**config.mk**
```make
export PLATFORM = sky130hd
export DESIGN_NAME = tsc_timer_sync
export DESIGN_NICKNAME = d
export VERILOG_FILES = /design/src/tsc_pkg.sv /design/src/tsc_timer_sync.sv
export SDC_FILE = /design/constraint.sdc
export NUM_CORES = 1
export LEC_CHECK = 0
export BUFFER_PORTS_ARGS = -buffer_cell sky130_fd_sc_hd__buf_2
export CAP_MARGIN = 25
export CORE_AREA = 2 2 167 169
export CTS_BUF_LIST = sky130_fd_sc_hd__clkbuf_4
export CTS_CLUSTER_DIAMETER = 40
export DETAILED_ROUTE_END_ITERATION = 8
export DIE_AREA = 0 0 169 171
export GPL_TIMING_DRIVEN = 0
export PLACE_DENSITY = 0.75
export REMOVE_ABC_BUFFERS = 1
export SLEW_MARGIN = 20
export SYNTH_ARGS = -nofsm -noshare
export SYNTH_HDL_FRONTEND = slang
export SYNTH_SLANG_ARGS = --single-unit
```
**constraint.sdc**
```tcl
create_clock -name clock -period 9.6 [get_ports clock]
set_clock_uncertainty 0.1 [all_clocks]
set_input_delay 0.96 -clock clock [delete_from_list [all_inputs] [get_ports clock]]
set_output_delay 0.96 -clock clock [all_outputs]
set_load 0.01 [all_outputs]
```
**src/tsc_pkg.sv**
```systemverilog
package tsc_pkg;
    // Datapath widths
    localparam int CNT_W = 16;
    localparam int NUM_CH = 4;
    localparam int CH_CFG_W = 5;
    localparam int ADDR_W = 8;

    // Register byte offsets
    localparam logic [7:0] OFF_CTRL1 = 8'h00;
    localparam logic [7:0] OFF_CTRL2 = 8'h04;
    localparam logic [7:0] OFF_SMCR = 8'h08;
    localparam logic [7:0] OFF_EGR = 8'h0c;
    localparam logic [7:0] OFF_STAT = 8'h10;
    localparam logic [7:0] OFF_CHCFG = 8'h14;
    localparam logic [7:0] OFF_CHACT = 8'h18;
    localparam logic [7:0] OFF_CNT = 8'h1c;
    localparam logic [7:0] OFF_RELOAD = 8'h20;
    localparam logic [7:0] OFF_CMP1 = 8'h24;
    localparam logic [7:0] OFF_CMP4 = 8'h30;

    // Field positions
    localparam int CTRL1_CEN = 0;
    localparam int CTRL1_CHPRE = 1;
    localparam int CTRL2_MMS_LSB = 0;
    localparam int CTRL2_COMMUTATION_SOURCE_SELECT = 4;
    localparam int SMCR_SMS_LSB = 0;
    localparam int SMCR_TS_LSB = 4;
    localparam int EGR_UG = 0;
    localparam int EGR_COMMUTATION_SOFTWARE_TRIGGER = 1;
    localparam int STAT_MATCH = 0;
    localparam int STAT_COM = 1;
    localparam int CH_EN = 3;
    localparam int CH_NEN = 4;

    // Reset values
    localparam logic [CNT_W-1:0] RELOAD_RST = 16'hffff;
    localparam logic [CNT_W-1:0] CMP_RST = 16'h0000;
    localparam logic [NUM_CH*CH_CFG_W-1:0] CHCFG_RST = 20'h00000;

    // Bus responses
    localparam logic [1:0] RESP_OKAY = 2'b00;
    localparam logic [1:0] RESP_SLVERR = 2'b10;

    // Master mode selections
    typedef enum logic [2:0] {
        MMS_RESET = 3'b000,
        MMS_ENABLE = 3'b001,
        MMS_UPDATE = 3'b010,
        MMS_CMP_PULSE = 3'b011,
        MMS_REF1 = 3'b100,
        MMS_REF2 = 3'b101,
        MMS_REF3 = 3'b110,
        MMS_REF4 = 3'b111
    } tsc_mms_t;

    // Slave mode selections
    typedef enum logic [1:0] {
        SMS_OFF = 2'b00,
        SMS_RESET = 2'b01,
        SMS_INCR = 2'b10,
        SMS_UPDATE = 2'b11
    } tsc_sms_t;

    // Channel output modes
    localparam logic [2:0] OCM_LOW = 3'b000;
    localparam logic [2:0] OCM_HIGH = 3'b001;
    localparam logic [2:0] OCM_PWM1 = 3'b010;
    localparam logic [2:0] OCM_PWM2 = 3'b011;

    // AXI4-Lite master-to-slave signals
    typedef struct packed {
        logic awvalid;
        logic [ADDR_W-1:0] awaddr;
        logic wvalid;
        logic [31:0] wdata;
        logic [3:0] wstrb;
        logic bready;
        logic arvalid;
        logic [ADDR_W-1:0] araddr;
        logic rready;
    } tsc_axi_req_t;

    // AXI4-Lite slave-to-master signals
    typedef struct packed {
        logic awready;
        logic wready;
        logic bvalid;
        logic [1:0] bresp;
        logic arready;
        logic rvalid;
        logic [31:0] rdata;
        logic [1:0] rresp;
    } tsc_axi_rsp_t;

    // Whole state of the timer
    typedef struct packed {
        logic awHave;
        logic [ADDR_W-1:0] awAddr;
        logic wHave;
        logic [31:0] wData;
        logic [3:0] wStrb;
        logic bValid;
        logic [1:0] bResp;
        logic rValid;
        logic [31:0] rData;
        logic [1:0] rResp;
        logic cen;
        logic chPre;
        tsc_mms_t master_mode_select;
        logic commutation_source_select;
        tsc_sms_t slave_mode_select;
        logic [1:0] ts;
        logic ugPend;
        logic comPend;
        logic [NUM_CH*CH_CFG_W-1:0] chPreload;
        logic [NUM_CH*CH_CFG_W-1:0] chActive;
        logic [CNT_W-1:0] cnt;
        logic [CNT_W-1:0] reloadPre;
        logic [CNT_W-1:0] reloadAct;
        logic [NUM_CH-1:0][CNT_W-1:0] cmp;
        logic matchFlag;
        logic comFlag;
        logic trgPrev;
        logic trgOut;
        logic [NUM_CH-1:0] chOut;
        logic [NUM_CH-1:0] chOutN;
    } tsc_state_t;
endpackage

```
**src/tsc_timer_sync.sv**
```systemverilog
module tsc_timer_sync (
    input wire logic clock,
    input wire logic rst,
    input wire tsc_pkg::tsc_axi_req_t axiReq,
    output tsc_pkg::tsc_axi_rsp_t axiRsp,
    input wire logic [tsc_pkg::NUM_CH-1:0] syncIn,
    output logic triggerOut,
    output logic [tsc_pkg::NUM_CH-1:0] chOut,
    output logic [tsc_pkg::NUM_CH-1:0] chOutN
);
    import tsc_pkg::*;

    tsc_state_t state_r;
    tsc_state_t state_nxt;

    // Byte strobes widened to a bit mask
    function automatic logic [31:0] strbMask(input logic [3:0] strb);
        logic [31:0] m;
        m = 32'h00000000;
        for (int i = 0; i < 4; i++) begin
            m[8*i +: 8] = {8{strb[i]}};
        end
        return m;
    endfunction

    // Channel reference level from mode, counter and compare value
    function automatic logic ocRef(input logic [2:0] mode, input logic [CNT_W-1:0] cnt,
                                   input logic [CNT_W-1:0] cmp);
        logic r;
        r = 1'b0;
        case (mode)
            OCM_HIGH: r = 1'b1;
            OCM_PWM1: r = (cnt < cmp);
            OCM_PWM2: r = (cnt >= cmp);
            default: r = 1'b0;
        endcase
        return r;
    endfunction

    // Register readback; ok low on unmapped offsets
    function automatic logic [32:0] regRead(input tsc_state_t s, input logic [ADDR_W-1:0] a);
        logic [32:0] r;
        r = {1'b1, 32'h00000000};
        case ({a[ADDR_W-1:2], 2'b00})
            OFF_CTRL1: begin
                r[CTRL1_CEN] = s.cen;
                r[CTRL1_CHPRE] = s.chPre;
            end
            OFF_CTRL2: begin
                r[CTRL2_MMS_LSB +: 3] = s.master_mode_select;
                r[CTRL2_COMMUTATION_SOURCE_SELECT] = s.commutation_source_select;
            end
            OFF_SMCR: begin
                r[SMCR_SMS_LSB +: 2] = s.slave_mode_select;
                r[SMCR_TS_LSB +: 2] = s.ts;
            end
            OFF_EGR: begin
                r[EGR_UG] = s.ugPend;
                r[EGR_COMMUTATION_SOFTWARE_TRIGGER] = s.comPend;
            end
            OFF_STAT: begin
                r[STAT_MATCH] = s.matchFlag;
                r[STAT_COM] = s.comFlag;
            end
            OFF_CHCFG: r[NUM_CH*CH_CFG_W-1:0] = s.chPreload;
            OFF_CHACT: r[NUM_CH*CH_CFG_W-1:0] = s.chActive;
            OFF_CNT: r[CNT_W-1:0] = s.cnt;
            OFF_RELOAD: r[CNT_W-1:0] = s.reloadPre;
            default: begin
                if ({a[ADDR_W-1:2], 2'b00} >= OFF_CMP1 && {a[ADDR_W-1:2], 2'b00} <= OFF_CMP4) begin
                    r[CNT_W-1:0] = s.cmp[2'(a[ADDR_W-1:2] - OFF_CMP1[ADDR_W-1:2])];
                end else begin
                    r[32] = 1'b0;
                end
            end
        endcase
        return r;
    endfunction

    // Bus handshakes and registered answers
    always_comb begin
        axiRsp.awready = !state_r.awHave && !state_r.bValid;
        axiRsp.wready = !state_r.wHave && !state_r.bValid;
        axiRsp.bvalid = state_r.bValid;
        axiRsp.bresp = state_r.bResp;
        axiRsp.arready = !state_r.rValid;
        axiRsp.rvalid = state_r.rValid;
        axiRsp.rdata = state_r.rData;
        axiRsp.rresp = state_r.rResp;
    end

    // Outputs straight from state flip-flops
    assign triggerOut = state_r.trgOut;
    assign chOut = state_r.chOut;
    assign chOutN = state_r.chOutN;

    // Next-state logic
    always_comb begin
        logic [32:0] rd;
        logic [31:0] m;
        logic [31:0] wv;
        logic doWrite;
        logic selIn;
        logic trgEdge;
        logic cntStep;
        logic ovf;
        logic upd;
        logic matchEv;
        logic com;
        logic [NUM_CH-1:0] refLvl;
        logic [CH_CFG_W-1:0] cfg;
        logic [ADDR_W-1:0] wa;
        state_nxt = state_r;
        rd = 33'h000000000;
        m = 32'h00000000;
        wv = 32'h00000000;
        wa = state_r.awAddr;
        doWrite = state_r.awHave && state_r.wHave && !state_r.bValid;
        selIn = 1'b0;
        trgEdge = 1'b0;
        cntStep = 1'b0;
        ovf = 1'b0;
        upd = 1'b0;
        matchEv = 1'b0;
        com = 1'b0;
        refLvl = '0;
        cfg = '0;

        // Slave side: one selected input, edge against last cycle
        selIn = syncIn[state_r.ts];
        trgEdge = selIn && !state_r.trgPrev;
        state_nxt.trgPrev = selIn;

        // Counter step, overflow and update sources
        cntStep = (state_r.slave_mode_select == SMS_INCR) ? trgEdge : 1'b1;
        ovf = state_r.cen && cntStep && (state_r.cnt == state_r.reloadAct);
        upd = state_r.ugPend || ovf || (trgEdge && state_r.slave_mode_select == SMS_UPDATE);
        matchEv = state_r.cen && cntStep && (state_r.cnt == state_r.cmp[0]);
        com = state_r.comPend || (state_r.commutation_source_select && trgEdge);

        // Counter clears on update or slave reset edge, else steps when enabled
        if (upd || (trgEdge && state_r.slave_mode_select == SMS_RESET)) begin
            state_nxt.cnt = '0;
        end else if (state_r.cen && cntStep) begin
            state_nxt.cnt = state_r.cnt + 16'h0001;
        end
        if (upd) begin
            state_nxt.reloadAct = state_r.reloadPre;
        end
        state_nxt.ugPend = 1'b0;
        state_nxt.comPend = 1'b0;
        if (com) begin
            state_nxt.chActive = state_r.chPreload;
        end

        // Write address and data captured in either order
        if (axiReq.awvalid && axiRsp.awready) begin
            state_nxt.awHave = 1'b1;
            state_nxt.awAddr = axiReq.awaddr;
        end
        if (axiReq.wvalid && axiRsp.wready) begin
            state_nxt.wHave = 1'b1;
            state_nxt.wData = axiReq.wdata;
            state_nxt.wStrb = axiReq.wstrb;
        end
        if (state_r.bValid && axiReq.bready) begin
            state_nxt.bValid = 1'b0;
        end

        // Register write once both halves are held
        if (doWrite) begin
            rd = regRead(state_r, wa);
            m = strbMask(state_r.wStrb);
            wv = (rd[31:0] & ~m) | (state_r.wData & m);
            state_nxt.awHave = 1'b0;
            state_nxt.wHave = 1'b0;
            state_nxt.bValid = 1'b1;
            state_nxt.bResp = rd[32] ? RESP_OKAY : RESP_SLVERR;
            case ({wa[ADDR_W-1:2], 2'b00})
                OFF_CTRL1: begin
                    state_nxt.cen = wv[CTRL1_CEN];
                    state_nxt.chPre = wv[CTRL1_CHPRE];
                end
                OFF_CTRL2: begin
                    state_nxt.master_mode_select = tsc_mms_t'(wv[CTRL2_MMS_LSB +: 3]);
                    state_nxt.commutation_source_select = wv[CTRL2_COMMUTATION_SOURCE_SELECT];
                end
                OFF_SMCR: begin
                    state_nxt.slave_mode_select = tsc_sms_t'(wv[SMCR_SMS_LSB +: 2]);
                    state_nxt.ts = wv[SMCR_TS_LSB +: 2];
                end
                OFF_EGR: begin
                    if (m[EGR_UG] && state_r.wData[EGR_UG]) begin
                        state_nxt.ugPend = 1'b1;
                    end
                    if (m[EGR_COMMUTATION_SOFTWARE_TRIGGER] && state_r.wData[EGR_COMMUTATION_SOFTWARE_TRIGGER]) begin
                        state_nxt.comPend = 1'b1;
                    end
                end
                OFF_STAT: begin
                    state_nxt.matchFlag = state_r.matchFlag && !(m[STAT_MATCH] && state_r.wData[STAT_MATCH]);
                    state_nxt.comFlag = state_r.comFlag && !(m[STAT_COM] && state_r.wData[STAT_COM]);
                end
                OFF_CHCFG: begin
                    state_nxt.chPreload = wv[NUM_CH*CH_CFG_W-1:0];
                    if (!state_r.chPre) begin
                        state_nxt.chActive = wv[NUM_CH*CH_CFG_W-1:0];
                    end
                end
                OFF_CNT: state_nxt.cnt = wv[CNT_W-1:0];
                OFF_RELOAD: state_nxt.reloadPre = wv[CNT_W-1:0];
                default: begin
                    if (rd[32] && {wa[ADDR_W-1:2], 2'b00} >= OFF_CMP1) begin
                        state_nxt.cmp[2'(wa[ADDR_W-1:2] - OFF_CMP1[ADDR_W-1:2])] = wv[CNT_W-1:0];
                    end
                end
            endcase
        end

        // Read channel
        if (axiReq.arvalid && axiRsp.arready) begin
            rd = regRead(state_r, axiReq.araddr);
            state_nxt.rValid = 1'b1;
            state_nxt.rData = rd[31:0];
            state_nxt.rResp = rd[32] ? RESP_OKAY : RESP_SLVERR;
        end else if (state_r.rValid && axiReq.rready) begin
            state_nxt.rValid = 1'b0;
        end

        // Sticky flags; a new event wins over a clear
        if (matchEv) begin
            state_nxt.matchFlag = 1'b1;
        end
        if (com) begin
            state_nxt.comFlag = 1'b1;
        end

        // Channel references and gated outputs from active copies
        for (int i = 0; i < NUM_CH; i++) begin
            cfg = state_r.chActive[i*CH_CFG_W +: CH_CFG_W];
            refLvl[i] = ocRef(cfg[2:0], state_r.cnt, state_r.cmp[i]);
            state_nxt.chOut[i] = cfg[CH_EN] && refLvl[i];
            state_nxt.chOutN[i] = cfg[CH_NEN] && !refLvl[i];
        end

        // Trigger output source per master mode
        case (state_r.master_mode_select)
            MMS_RESET: state_nxt.trgOut = state_r.ugPend;
            MMS_ENABLE: state_nxt.trgOut = state_r.cen;
            MMS_UPDATE: state_nxt.trgOut = upd;
            MMS_CMP_PULSE: state_nxt.trgOut = matchEv;
            MMS_REF1: state_nxt.trgOut = refLvl[0];
            MMS_REF2: state_nxt.trgOut = refLvl[1];
            MMS_REF3: state_nxt.trgOut = refLvl[2];
            MMS_REF4: state_nxt.trgOut = refLvl[3];
            default: state_nxt.trgOut = 1'b0;
        endcase
    end

    // State register with synchronous reset
    always_ff @(posedge clock) begin
        if (rst) begin
            state_r <= '0;
            state_r.master_mode_select <= MMS_RESET;
            state_r.slave_mode_select <= SMS_OFF;
            state_r.reloadPre <= RELOAD_RST;
            state_r.reloadAct <= RELOAD_RST;
            state_r.cmp <= {NUM_CH{CMP_RST}};
            state_r.chPreload <= CHCFG_RST;
            state_r.chActive <= CHCFG_RST;
        end else begin
            state_r <= state_nxt;
        end
    end
endmodule

```
* Yosys cells after proc, flatten, opt, wreduce, memory -nomap -nowiden
Cells that the tools add are included.
** Word-level totals
- Bits in registers :: 235
- Input port bits :: 63
- Word-level logic and storage cells :: 240
** Operators by class
- Equality and inequality tests :: 40
- Bitwise logic cells :: 7
- $lt $le $gt $ge :: 16
- Reductions and logical operators :: 77
- Add/subtract/negate cells :: 3
- Mux-type cells :: 64
** Operator list (count)
- $mux W16 :: 9
- $pmux W10 S5 :: 2
- $bmux W16 S2 :: 2
- $bwmux W64 :: 1
- $ge A16 B16 Y1 :: 4
- $lt A16 B16 Y1 :: 4
- $mux W20 :: 3
- $mux W52 :: 1
- $eq A6 B3 Y1 const B :: 8
- $and A20 B20 Y20 :: 2
- $pmux W2 S9 :: 2
- $demux W16 S2 :: 1
- $eq A16 B16 Y1 :: 2
- $logic_and A1 B1 Y1 :: 32
- $eq A3 B2 Y1 const B :: 10
- $eq A6 B2 Y1 const B :: 4
- $pmux W1 S6 :: 4
- $not A20 Y20 :: 1
- $or A20 B20 Y20 :: 1
- $mux W1 :: 19
- $reduce_or A9 Y1 :: 2
- $add A16 B1 Y16 const B :: 1
- $ge A8 B6 Y1 const B :: 2
- $le A8 B6 Y1 const B :: 2
- other kinds (32) :: 88

* Logic depth before layout (Yosys ltp)
Gate-level depths: netlist (run 1).
- Word-level depth :: 12
- Gate-level depth with buffers :: 14

* Worst setup path before layout (run 1)
OpenSTA, ideal clock, no wires.
- Path type :: input-to-reg
- Start point :: input port axiReq[3] (netlist name)
- End point :: register state_r, in the netlist axiRsp[11]
- Arrival time :: 3.545 ns
- Cell stages on the path :: 9
- Setup slack :: 5.821 ns
- Setup time :: 0.134 ns
- Buffers on the path :: 4
- Path through :: clkbuf_1 > buf_1 > inv_1 > ha_1 > clkbuf_1 > buf_2 > mux4_2 > a22oi_1 > a311oi_1
** Between the ends
- Cells in the longest elaborated chain, start to end :: 5
** Ends and longest elaborated chain
- from (decl) :: RTL line tsc_timer_sync.sv:4 : input wire tsc_pkg::tsc_axi_req_t axiReq,
- $sub A2 B1 Y2 :: RTL line tsc_timer_sync.sv:71 : r[CNT_W-1:0] = s.cmp[2'(a[ADDR_W-1:2] - OFF_CMP1[ADDR_W-1:2])];
- $bmux W16 S2 :: RTL line tsc_timer_sync.sv:71
- $mux W16 (implied by the code) :: RTL line tsc_timer_sync.sv:71
- $mux W16 :: RTL line tsc_timer_sync.sv:70 : if ({a[ADDR_W-1:2], 2'b00} >= OFF_CMP1 && {a[ADDR_W-1:2], 2'b00} <= OFF_CMP4) begin
- $pmux W10 S5 (*) :: RTL line tsc_timer_sync.sv:44 : case ({a[ADDR_W-1:2], 2'b00})
- to (signal assigned) :: RTL line tsc_timer_sync.sv:272 : state_r <= state_nxt;
- to (decl) :: RTL line tsc_timer_sync.sv:13 : tsc_state_t state_r;
Mark *: on every way between the ends. The rest lies on a longest branch, timed or not. The select of a mux whose other input is x is not followed.
A chain may end at the register's enable or synchronous reset.

* Final worst setup path (run 1)
- Start point :: register state_r[253] (netlist name)
- End point :: register state_r[25] (netlist name)
** Between the ends
- Cells in the longest elaborated chain, start to end :: 9
** Ends and longest elaborated chain
- $sub A2 B1 Y2 :: RTL line tsc_timer_sync.sv:71, tsc_timer_sync.sv:214
- $bmux W16 S2 :: RTL line tsc_timer_sync.sv:71
- $mux W16 (implied by the code) :: RTL line tsc_timer_sync.sv:71
- $mux W16 :: RTL line tsc_timer_sync.sv:70
- $pmux W10 S5 :: RTL line tsc_timer_sync.sv:44
- $mux W10 :: RTL line tsc_timer_sync.sv:171 : if (doWrite) begin
- $and A20 B20 Y20 :: RTL line tsc_timer_sync.sv:174 : wv = (rd[31:0] & ~m) | (state_r.wData & m);
- $or A20 B20 Y20 :: RTL line tsc_timer_sync.sv:174
- $bwmux W64 :: RTL line tsc_timer_sync.sv:214 : state_nxt.cmp[2'(wa[ADDR_W-1:2] - OFF_CMP1[ADDR_W-1:2])] = wv[CNT_W-1:0];
Parallel ways exist; a longest one is shown, timed or not. The select of a mux whose other input is x is not followed.

==> results of run 1 <==
cells by family after synthesis:
logic type / Yosys count
AO/OA/AOI/OAI: 362
adder cells (fa/ha/maj): 75
XOR/XNOR: 32
multiplexers: 69
flip-flops: 231
AND/OR/NAND/NOR: 602
buffers and inverters: 266
other: 1
area by class of cell:
class / instances / area share
inverter: 98 / 0.02535
clock buffer: 85 / 0.04397
clock inverter: 14 / 0.005432
multi-input combinational: 1154 / 0.5306
antenna: 1 / 0.0001724
tap: 346 / 0.02983
timing repair buffer: 95 / 0.04596
sequential: 231 / 0.3187
state kept, by name, indices dropped and copies added (netlist names):
name and cells:
triggerOut 1, chOutN 4, chOut 4, axiRsp 24, state_r 198
per-stage QoR:
| step | setup slack (ns) | instance area (µm²) |
|---|---|---|
| final | 5.374 | 14510 |
| after global routing | 5.307 | 14510 |
| after CTS | 5.542 | 14460 |
| after detailed placement | 5.559 | 13740 |
| after global placement | 1.332 | 13470 |
| after floorplan | 4.287 | 12630 |
Yosys cell counts (4+ instances only):
cell type,number
sky130_fd_sc_hd__nor3b_1,5
sky130_fd_sc_hd__a221oi_1,21
sky130_fd_sc_hd__a211o_1,17
sky130_fd_sc_hd__nand4_1,23
sky130_fd_sc_hd__a21oi_1,163
sky130_fd_sc_hd__or4_1,5
sky130_fd_sc_hd__inv_1,98
sky130_fd_sc_hd__mux2i_1,35
sky130_fd_sc_hd__xnor2_1,16
sky130_fd_sc_hd__nand3b_1,20
sky130_fd_sc_hd__o2bb2ai_1,4
sky130_fd_sc_hd__and2_1,8
sky130_fd_sc_hd__a22oi_1,23
sky130_fd_sc_hd__buf_2,23
sky130_fd_sc_hd__ha_1,75
sky130_fd_sc_hd__clkbuf_1,90
sky130_fd_sc_hd__dfxtp_1,231
sky130_fd_sc_hd__a2bb2oi_1,9
sky130_fd_sc_hd__nor3_1,13
sky130_fd_sc_hd__a222oi_1,9
sky130_fd_sc_hd__o211ai_1,7
sky130_fd_sc_hd__nor4_1,20
sky130_fd_sc_hd__a21o_1,4
sky130_fd_sc_hd__a31oi_2,4
sky130_fd_sc_hd__mux4_2,33
sky130_fd_sc_hd__and3_1,6
sky130_fd_sc_hd__a211oi_1,26
sky130_fd_sc_hd__nor2_1,113
sky130_fd_sc_hd__a22o_1,19
sky130_fd_sc_hd__xor2_1,15
sky130_fd_sc_hd__a311oi_1,14
sky130_fd_sc_hd__o21ai_0,24
sky130_fd_sc_hd__nor2b_1,23
sky130_fd_sc_hd__buf_4,50
sky130_fd_sc_hd__nand3_1,82
sky130_fd_sc_hd__nand2b_1,9
sky130_fd_sc_hd__nand2_1,257
how the worst min path moves through the flow:
stage | slack [ns] | end
floorplan | 0.33 | state_r[220]
global placement | 0.34 | state_r[226]
detailed placement | 0.35 | state_r[230]
CTS | 0.29 | axiRsp[34]
global route | 0.31 | axiRsp[34]
finish | 0.31 | axiRsp[34]
placed cells by master (no fill, tap or decap), types with 11 or more instances in the layout:
cell	instances
sky130_fd_sc_hd__nand2_1	257
sky130_fd_sc_hd__dfxtp_1	231
sky130_fd_sc_hd__a21oi_1	162
sky130_fd_sc_hd__nor2_1	111
sky130_fd_sc_hd__inv_1	98
sky130_fd_sc_hd__clkbuf_4	85
sky130_fd_sc_hd__nand3_1	82
sky130_fd_sc_hd__buf_2	80
sky130_fd_sc_hd__ha_1	74
sky130_fd_sc_hd__mux2i_1	35
sky130_fd_sc_hd__mux4_2	33
sky130_fd_sc_hd__a211oi_1	26
sky130_fd_sc_hd__o21ai_0	24
sky130_fd_sc_hd__a22oi_1	23
sky130_fd_sc_hd__nand4_1	23
sky130_fd_sc_hd__nor2b_1	22
sky130_fd_sc_hd__a221oi_1	21
sky130_fd_sc_hd__nor4_1	20
sky130_fd_sc_hd__nand3b_1	20
sky130_fd_sc_hd__a22o_1	19
sky130_fd_sc_hd__a211o_1	17
sky130_fd_sc_hd__xnor2_1	16
sky130_fd_sc_hd__xor2_1	15
sky130_fd_sc_hd__a311oi_1	14
sky130_fd_sc_hd__conb_1	14
sky130_fd_sc_hd__nor3_1	13
sky130_fd_sc_hd__clkinv_1	11
report_power, final:
| part | leakage (nW) | switching [W] | internal, W | total (W) |
|---|---|---|---|---|
| sequential | 1.87 | 0.0000194 | 0.000976 | 0.000995 |
| clock | 0.431 | 0.000411 | 0.000427 | 0.000839 |
| combinational | 3.27 | 0.000146 | 0.0000681 | 0.000214 |
| total | 5.57 | 0.000577 | 0.00147 | 0.00205 |
layer usage:
layer	up-vias	routed length, µm	global-route usage
li1	5783	-	-
met1	5939	16360	0.3566
met2	734	19370	0.4672
met3	194	4651	0.07078
met4	0	2167	0.1505
met5	-	0	0
==> impl_results.md, run 1 <==
* Number of distinct library cell variants in the gate-level netlist after synthesis at 65
* Top post-synthesis cells by area: sky130_fd_sc_hd__dfxtp_1 34%, sky130_fd_sc_hd__nand2_1 7.2%, sky130_fd_sc_hd__ha_1 7.0%
* Last element of the critical path: state_r[25]
* Compound-cell area share of the yosys netlist at 0.1802
* Top cell type by total area after synthesis: sky130_fd_sc_hd__dfxtp_1
* CP cell instances: inv_1 > ha_1 > and2_1 > a22o_1 > nor4_1 > a21oi_1 > nand3_1 > a21oi_1
* Reg-to-reg startpoint: state_r[253]
* # port buffers at 81
* Worst path arrival time at 4.76 ns
* Critical-path cell with the highest stage delay: sky130_fd_sc_hd__and2_1
* Antenna violations before repair at 1
* Detailed Route Iter0 Violations at 1539
* Startpoint of the tightest hold check path: axiReq[0]
* Timing startpoint of the critical path: state_r[253]
* Main synth FF type: sky130_fd_sc_hd__dfxtp_1
* Via count at roughly 13000
* Cell with the most instances on the worst path: sky130_fd_sc_hd__a21oi_1
* I/O Pins at 113
* Synth warn at 0
* Die Area at 28900 µm²
* Mux share of post-synthesis cell area at 0.08215
* Register area at 4624 µm²
* CORE AREA at 27320 µm²
* Clk slew on worst S/H paths at roughly 0.07 ns
* Reported max-cap violation count at 0
* Worst-skew pair later-pin latency at 0.73 ns
* Setup-violating endpoint count in the final report at 0
* CP max FO at 22
* Avg Inst Size Synth at slightly above 8 µm²
* Delay contributed by the slowest stage of the critical path at roughly 1.0 ns
* Fraction of post-synthesis cell area in the top cell type by area at 0.3439
* Async SR Flop Fraction at 0
* Clock tree buffer depth at 3
* Total power after layout at between 0.002 and 0.0025 W
* Worst hold path depth at 2
* Global-route wire length before repair at between 60 and 70 mm
* Hold buffer count at CTS at 0
* Post-route fraction of the period consumed by the critical path at 0.4402
* Worst endpoint required time at 10.13 ns
* Max Clk Rate at approximately 240 MHz
* Number of remaining DRC errors at 0
* Detailed-router iteration count before antenna repair at 9
* Power density over cell area at roughly 140 nW/µm²
* # placed instances at 1921
* Category of the worst setup path launch point: flip-flop
* Total clock buffers created by CTS at 58
* Area grow syn2layout at 7.908%
* Root Buffer Master: sky130_fd_sc_hd__clkbuf_4
* Average routed wire per standard cell at 21.02 µm
* Number of instances in the synthesized netlist at 1638
* Quantity of gates resized following cts at 0
* Worst Setup End Kind: flip-flop
* # H-tree levels at 2
* Combinational family with the most area after synthesis: simple AND/OR/NAND/NOR gates
* Routability congestion estimate from global placement at 0.9678
* XOR/XNOR share of the synthesized area at 0.02224
* Max-slew headroom at 0.2130
* Final net count at 1776
* Post-synthesis sequential element count at roughly 230
* TritonCTS Sinks at 231
* Post-synthesis share of cell area spent on full adders, half adders and majority gates at 0.06978
* Actual transition at the worst max-transition pin at about 1.2 ns
* Final hold viol count at 0
* GRT Total Usage at 0.2883
* Leakage at 5.573 nW
* Status: finished clean
* Post-layout min period at 4.226 ns
* Starting density of the core at 0.4922
* Vias per inst at between 6 and 7
* Sum of negative setup slack at 0 ns
* Netlist Area Pre-Place at ~13000 µm²
* Number of slew-limit violations in the final report at 0
* Die outline height at around 170 µm
* Layout fillers at 2522
* Remaining Overflow, GRT at 0
* TritonCTS clock tree: yes
* Final routed wirelength across all metal layers at 42.55 mm
* Start-to-end type of the worst setup path: reg2reg
* Number of cells on the worst reg-to-reg path at 8
* Final standard cell count with taps included and fillers excluded at 2024
* Number of post-CTS setup repair buffers at 0
* Post-detailed-route count of antenna-violating nets at 0
* Number of buffer and inverter instances along the worst setup path at 1
* Number of global-route vias before repair at ~12000
* Family with the most delay on the worst path: simple AND/OR/NAND/NOR gates
* Num rows at roughly 60
* Share of synthesized area occupied by flip-flops and latches at 0.3439
* DPL Wire Length at 28.63 mm
* Reg2reg setup slack at 5.37 ns
* WP depth at 8
* Endpoint of the worst-slack reg-to-reg timing path: state_r[25]
* Combined area of the multi-input logic cells at 7700 µm²
* Setup repair after global routing missed its margin: false
* Count of flip-flops with a built-in enable after synthesis at 0
* Pin count of the biggest net entering global routing at 125
* Die outline width at approximately 170 µm
* Fraction of layout cells with a size suffix above 1 at 0.1431
* Final core utilization at 0.5311
* Simple-gate portion of the synthesized area at 0.2094
* Class of the most critical hold timing path: in2reg
* Fin Hold WS at 0.3107 ns
* Maximum VDD drop at just over 0.00007 V
No activity file was read; power rests on OpenSTA's default activity.
==> run 2: changes to the inputs <==
==> constraint.sdc (replaced) <==
create_clock -name clock -period 4.35 [get_ports clock]
set_clock_uncertainty 0.1 [all_clocks]
set_input_delay 0.435 -clock clock [delete_from_list [all_inputs] [get_ports clock]]
set_output_delay 0.435 -clock clock [all_outputs]
set_load 0.01 [all_outputs]
==> run 2 against run 1 <==
Register-to-register slack lost 5.2 ns. Cell count grew 1.7%. Clock-buffer cell count is the same. Flip-flop and latch count is the same. Cell area grew 2.3%. Critical path type unchanged. Largest cell class unchanged.
==> impl_results.md, run 2 (synthesized netlist as in run 1, its figures left out) <==
* Status: finished clean
* Fraction of layout cells with a size suffix above 1 at 0.1403 (-0.002844)
* Global-route wire length before repair at 66.04 mm (+1.1%)
* Family with the most delay on the worst path: compound AO/OA/AOI/OAI gates
* TritonCTS clock tree: yes
* Critical-path cell with the highest stage delay: sky130_fd_sc_hd__and2_1
* Clock tree buffer depth at 3 (unchanged)
* Worst-skew pair later-pin latency at 0.72 ns (about the same)
* Antenna violations before repair at 1 (unchanged)
* Worst Setup End Kind: flip-flop
* Num rows at 61 (unchanged)
* Max-slew headroom at 0.2226 (+0.009638)
* Worst endpoint required time at 4.89 ns (-5.24 ns)
* Reg-to-reg startpoint: state_r[253]
* Area grow syn2layout at 10.44%
* Class of the most critical hold timing path: in2reg
* Starting density of the core at 0.4922 (unchanged)
* Post-detailed-route count of antenna-violating nets at 0 (unchanged)
* Maximum VDD drop at 0.0001543 V (+120%)
* Quantity of gates resized following cts at 0 (unchanged)
* DPL Wire Length at 28.63 mm (unchanged)
* Remaining Overflow, GRT at 0 (unchanged)
* Final Instance Area at 14850 µm² (+2.3%)
* Flip-flop count of the largest register after layout at 198 (unchanged)
* Setup-violating endpoint count in the final report at 0 (unchanged)
* Category of the worst setup path launch point: flip-flop
* Start-to-end type of the worst setup path: reg2reg
* Pin count of the biggest net entering global routing at 125 (unchanged)
* Commonest non-fill, non-tap cell in the layout: sky130_fd_sc_hd__nand2_1
* Detailed Route Iter0 Violations at 1713 (+11%)
* Die Area at 28900 µm² (unchanged)
* Leakage at 5.718 nW (+2.6%)
* Power density over cell area at 306.0 nW/µm² (+120%)
* Number of global-route vias before repair at 12101 (+1.9%)
* Area after detailed placement at 13740 µm² (unchanged)
* Post-route fraction of the period consumed by the critical path at 0.9576 (+0.5175)
* CP max FO at 22 (unchanged)
* Die outline width at 169 µm (unchanged)
* Max Clk Rate at 240.1 MHz (+1.4%)
* Number of buffer and inverter instances along the worst setup path at 1 (unchanged)
* Largest Register: state_r
* I/O Pins at 113 (unchanged)
* CORE AREA at 27320 µm² (unchanged)
* # H-tree levels at 2 (unchanged)
* Hold buffer count at CTS at 34 (+34)
* TritonCTS Sinks at 231 (unchanged)
* Final net count at 1810 (+1.9%)
* Final hold viol count at 0 (unchanged)
* Number of slew-limit violations in the final report at 0 (unchanged)
* Routability congestion estimate from global placement at 0.9678 (unchanged)
* Timing startpoint of the critical path: state_r[253]
* Final routed wirelength across all metal layers at 42.88 mm (+0.79%)
* Total clock buffers created by CTS at 58 (unchanged)
* Clk slew on worst S/H paths at 0.07 ns (about the same)
* Setup repair after global routing missed its margin: false
* Number of post-CTS setup repair buffers at 0 (unchanged)
* Total power after layout at 0.004544 W (+120%)
* Actual transition at the worst max-transition pin at 1.166 ns (-0.01446 ns)
* Number of remaining DRC errors at 0 (unchanged)
* Sum of negative setup slack at 0 ns (unchanged)
* Startpoint of the tightest hold check path: axiReq[8]
* Worst path arrival time at 4.70 ns (-0.06 ns)
* CP cell instances: inv_1 > ha_1 > and2_1 > a22o_1 > nor4_1 > a21oi_1 > nor2_1 > a211oi_1
* Most frequent cells in the layout: 257 x sky130_fd_sc_hd__nand2_1, 231 x sky130_fd_sc_hd__dfxtp_1, 162 x sky130_fd_sc_hd__a21oi_1
* # port buffers at 81 (unchanged)
* Detailed-router iteration count before antenna repair at 9 (unchanged)
* GRT Total Usage at 0.2910 (+0.002764)
* Reported max-cap violation count at 0 (unchanged)
* Average routed wire per standard cell at 20.84 µm (-0.87%)
* Die outline height at 171 µm (unchanged)
* Delay contributed by the slowest stage of the critical path at 1.02 ns (-0.02 ns)
* Via count at 12740 (+0.71%)
* Root Buffer Master: sky130_fd_sc_hd__clkbuf_4
* Post-layout min period at 4.166 ns (-0.05990 ns)
* Vias per inst at 6.190 (-0.95%)
run 2: cell count changes in the layout (fill, tap and decap cells not counted), sizes merged:
cell         before  now
dlygate4sd3       0   34
run 2: final timing paths:
| path | endpoint | slack [ns] | cells after the start |
|---|---|---|---|
| worst min register to register | state_r[228] | 0.36 | 2 |
| worst max-delay path | state_r[138] | 0.18 | 8 |
| worst min-delay path | axiRsp[2] | 0.07 | 4 |
| worst max register to register | state_r[138] | 0.18 | 8 |
run 2: where the power goes:
part | internal [W] | leakage, nW | switching, W
logic | 0.000170 | 3.42 | 0.000327
registers | 0.00215 | 1.87 | 0.0000428
clock network | 0.000943 | 0.431 | 0.000906
total | 0.00327 | 5.72 | 0.00128
run 2: worst min-delay path, delay by kind of cell:
kind	cells	cell delay, ns
buffers and inverters	1	0.11
AND/OR/NAND/NOR	1	0.09
AO/OA/AOI/OAI	2	0.19
run 2: metrics by stage:
step / util / instances / hold slack [ns] / setup slack [ns]
6_report: 0.5435 / 2058 / 0.07228 / 0.1842
5_1_grt: 0.5435 / 2058 / 0.08849 / 0.06197
4_1_cts: 0.5417 / 2054 / 0.03770 / 0.2923
3_5_place_dp: 0.5030 / 1921 / 0.3474 / 0.3091
3_3_place_gp: 0.4928 / 1910 / 0.3446 / -3.918
2_1_floorplan: - / 1483 / 0.3303 / -0.9633
run 2: layer usage:
metal  global-route usage  wire length [µm]  vias up
li1                     -                 -     5826
met1               0.3591             16600     5955
met2               0.4729             19720      775
met3              0.07032              4467      184
met4               0.1538              2092        0
met5                    0                 0        -
run 2: cell type report:
| type | count | area, µm² |
|---|---|---|
| fill | 2469 | 12470 |
| sequential | 231 | 4624 |
| antenna | 1 | 2.502 |
| clock buffer | 85 | 638.1 |
| inverter | 98 | 367.9 |
| clock inverter | 14 | 78.83 |
| timing repair buffer | 129 | 1007 |
| tap | 346 | 432.9 |
| multi-input combinational | 1154 | 7700 |
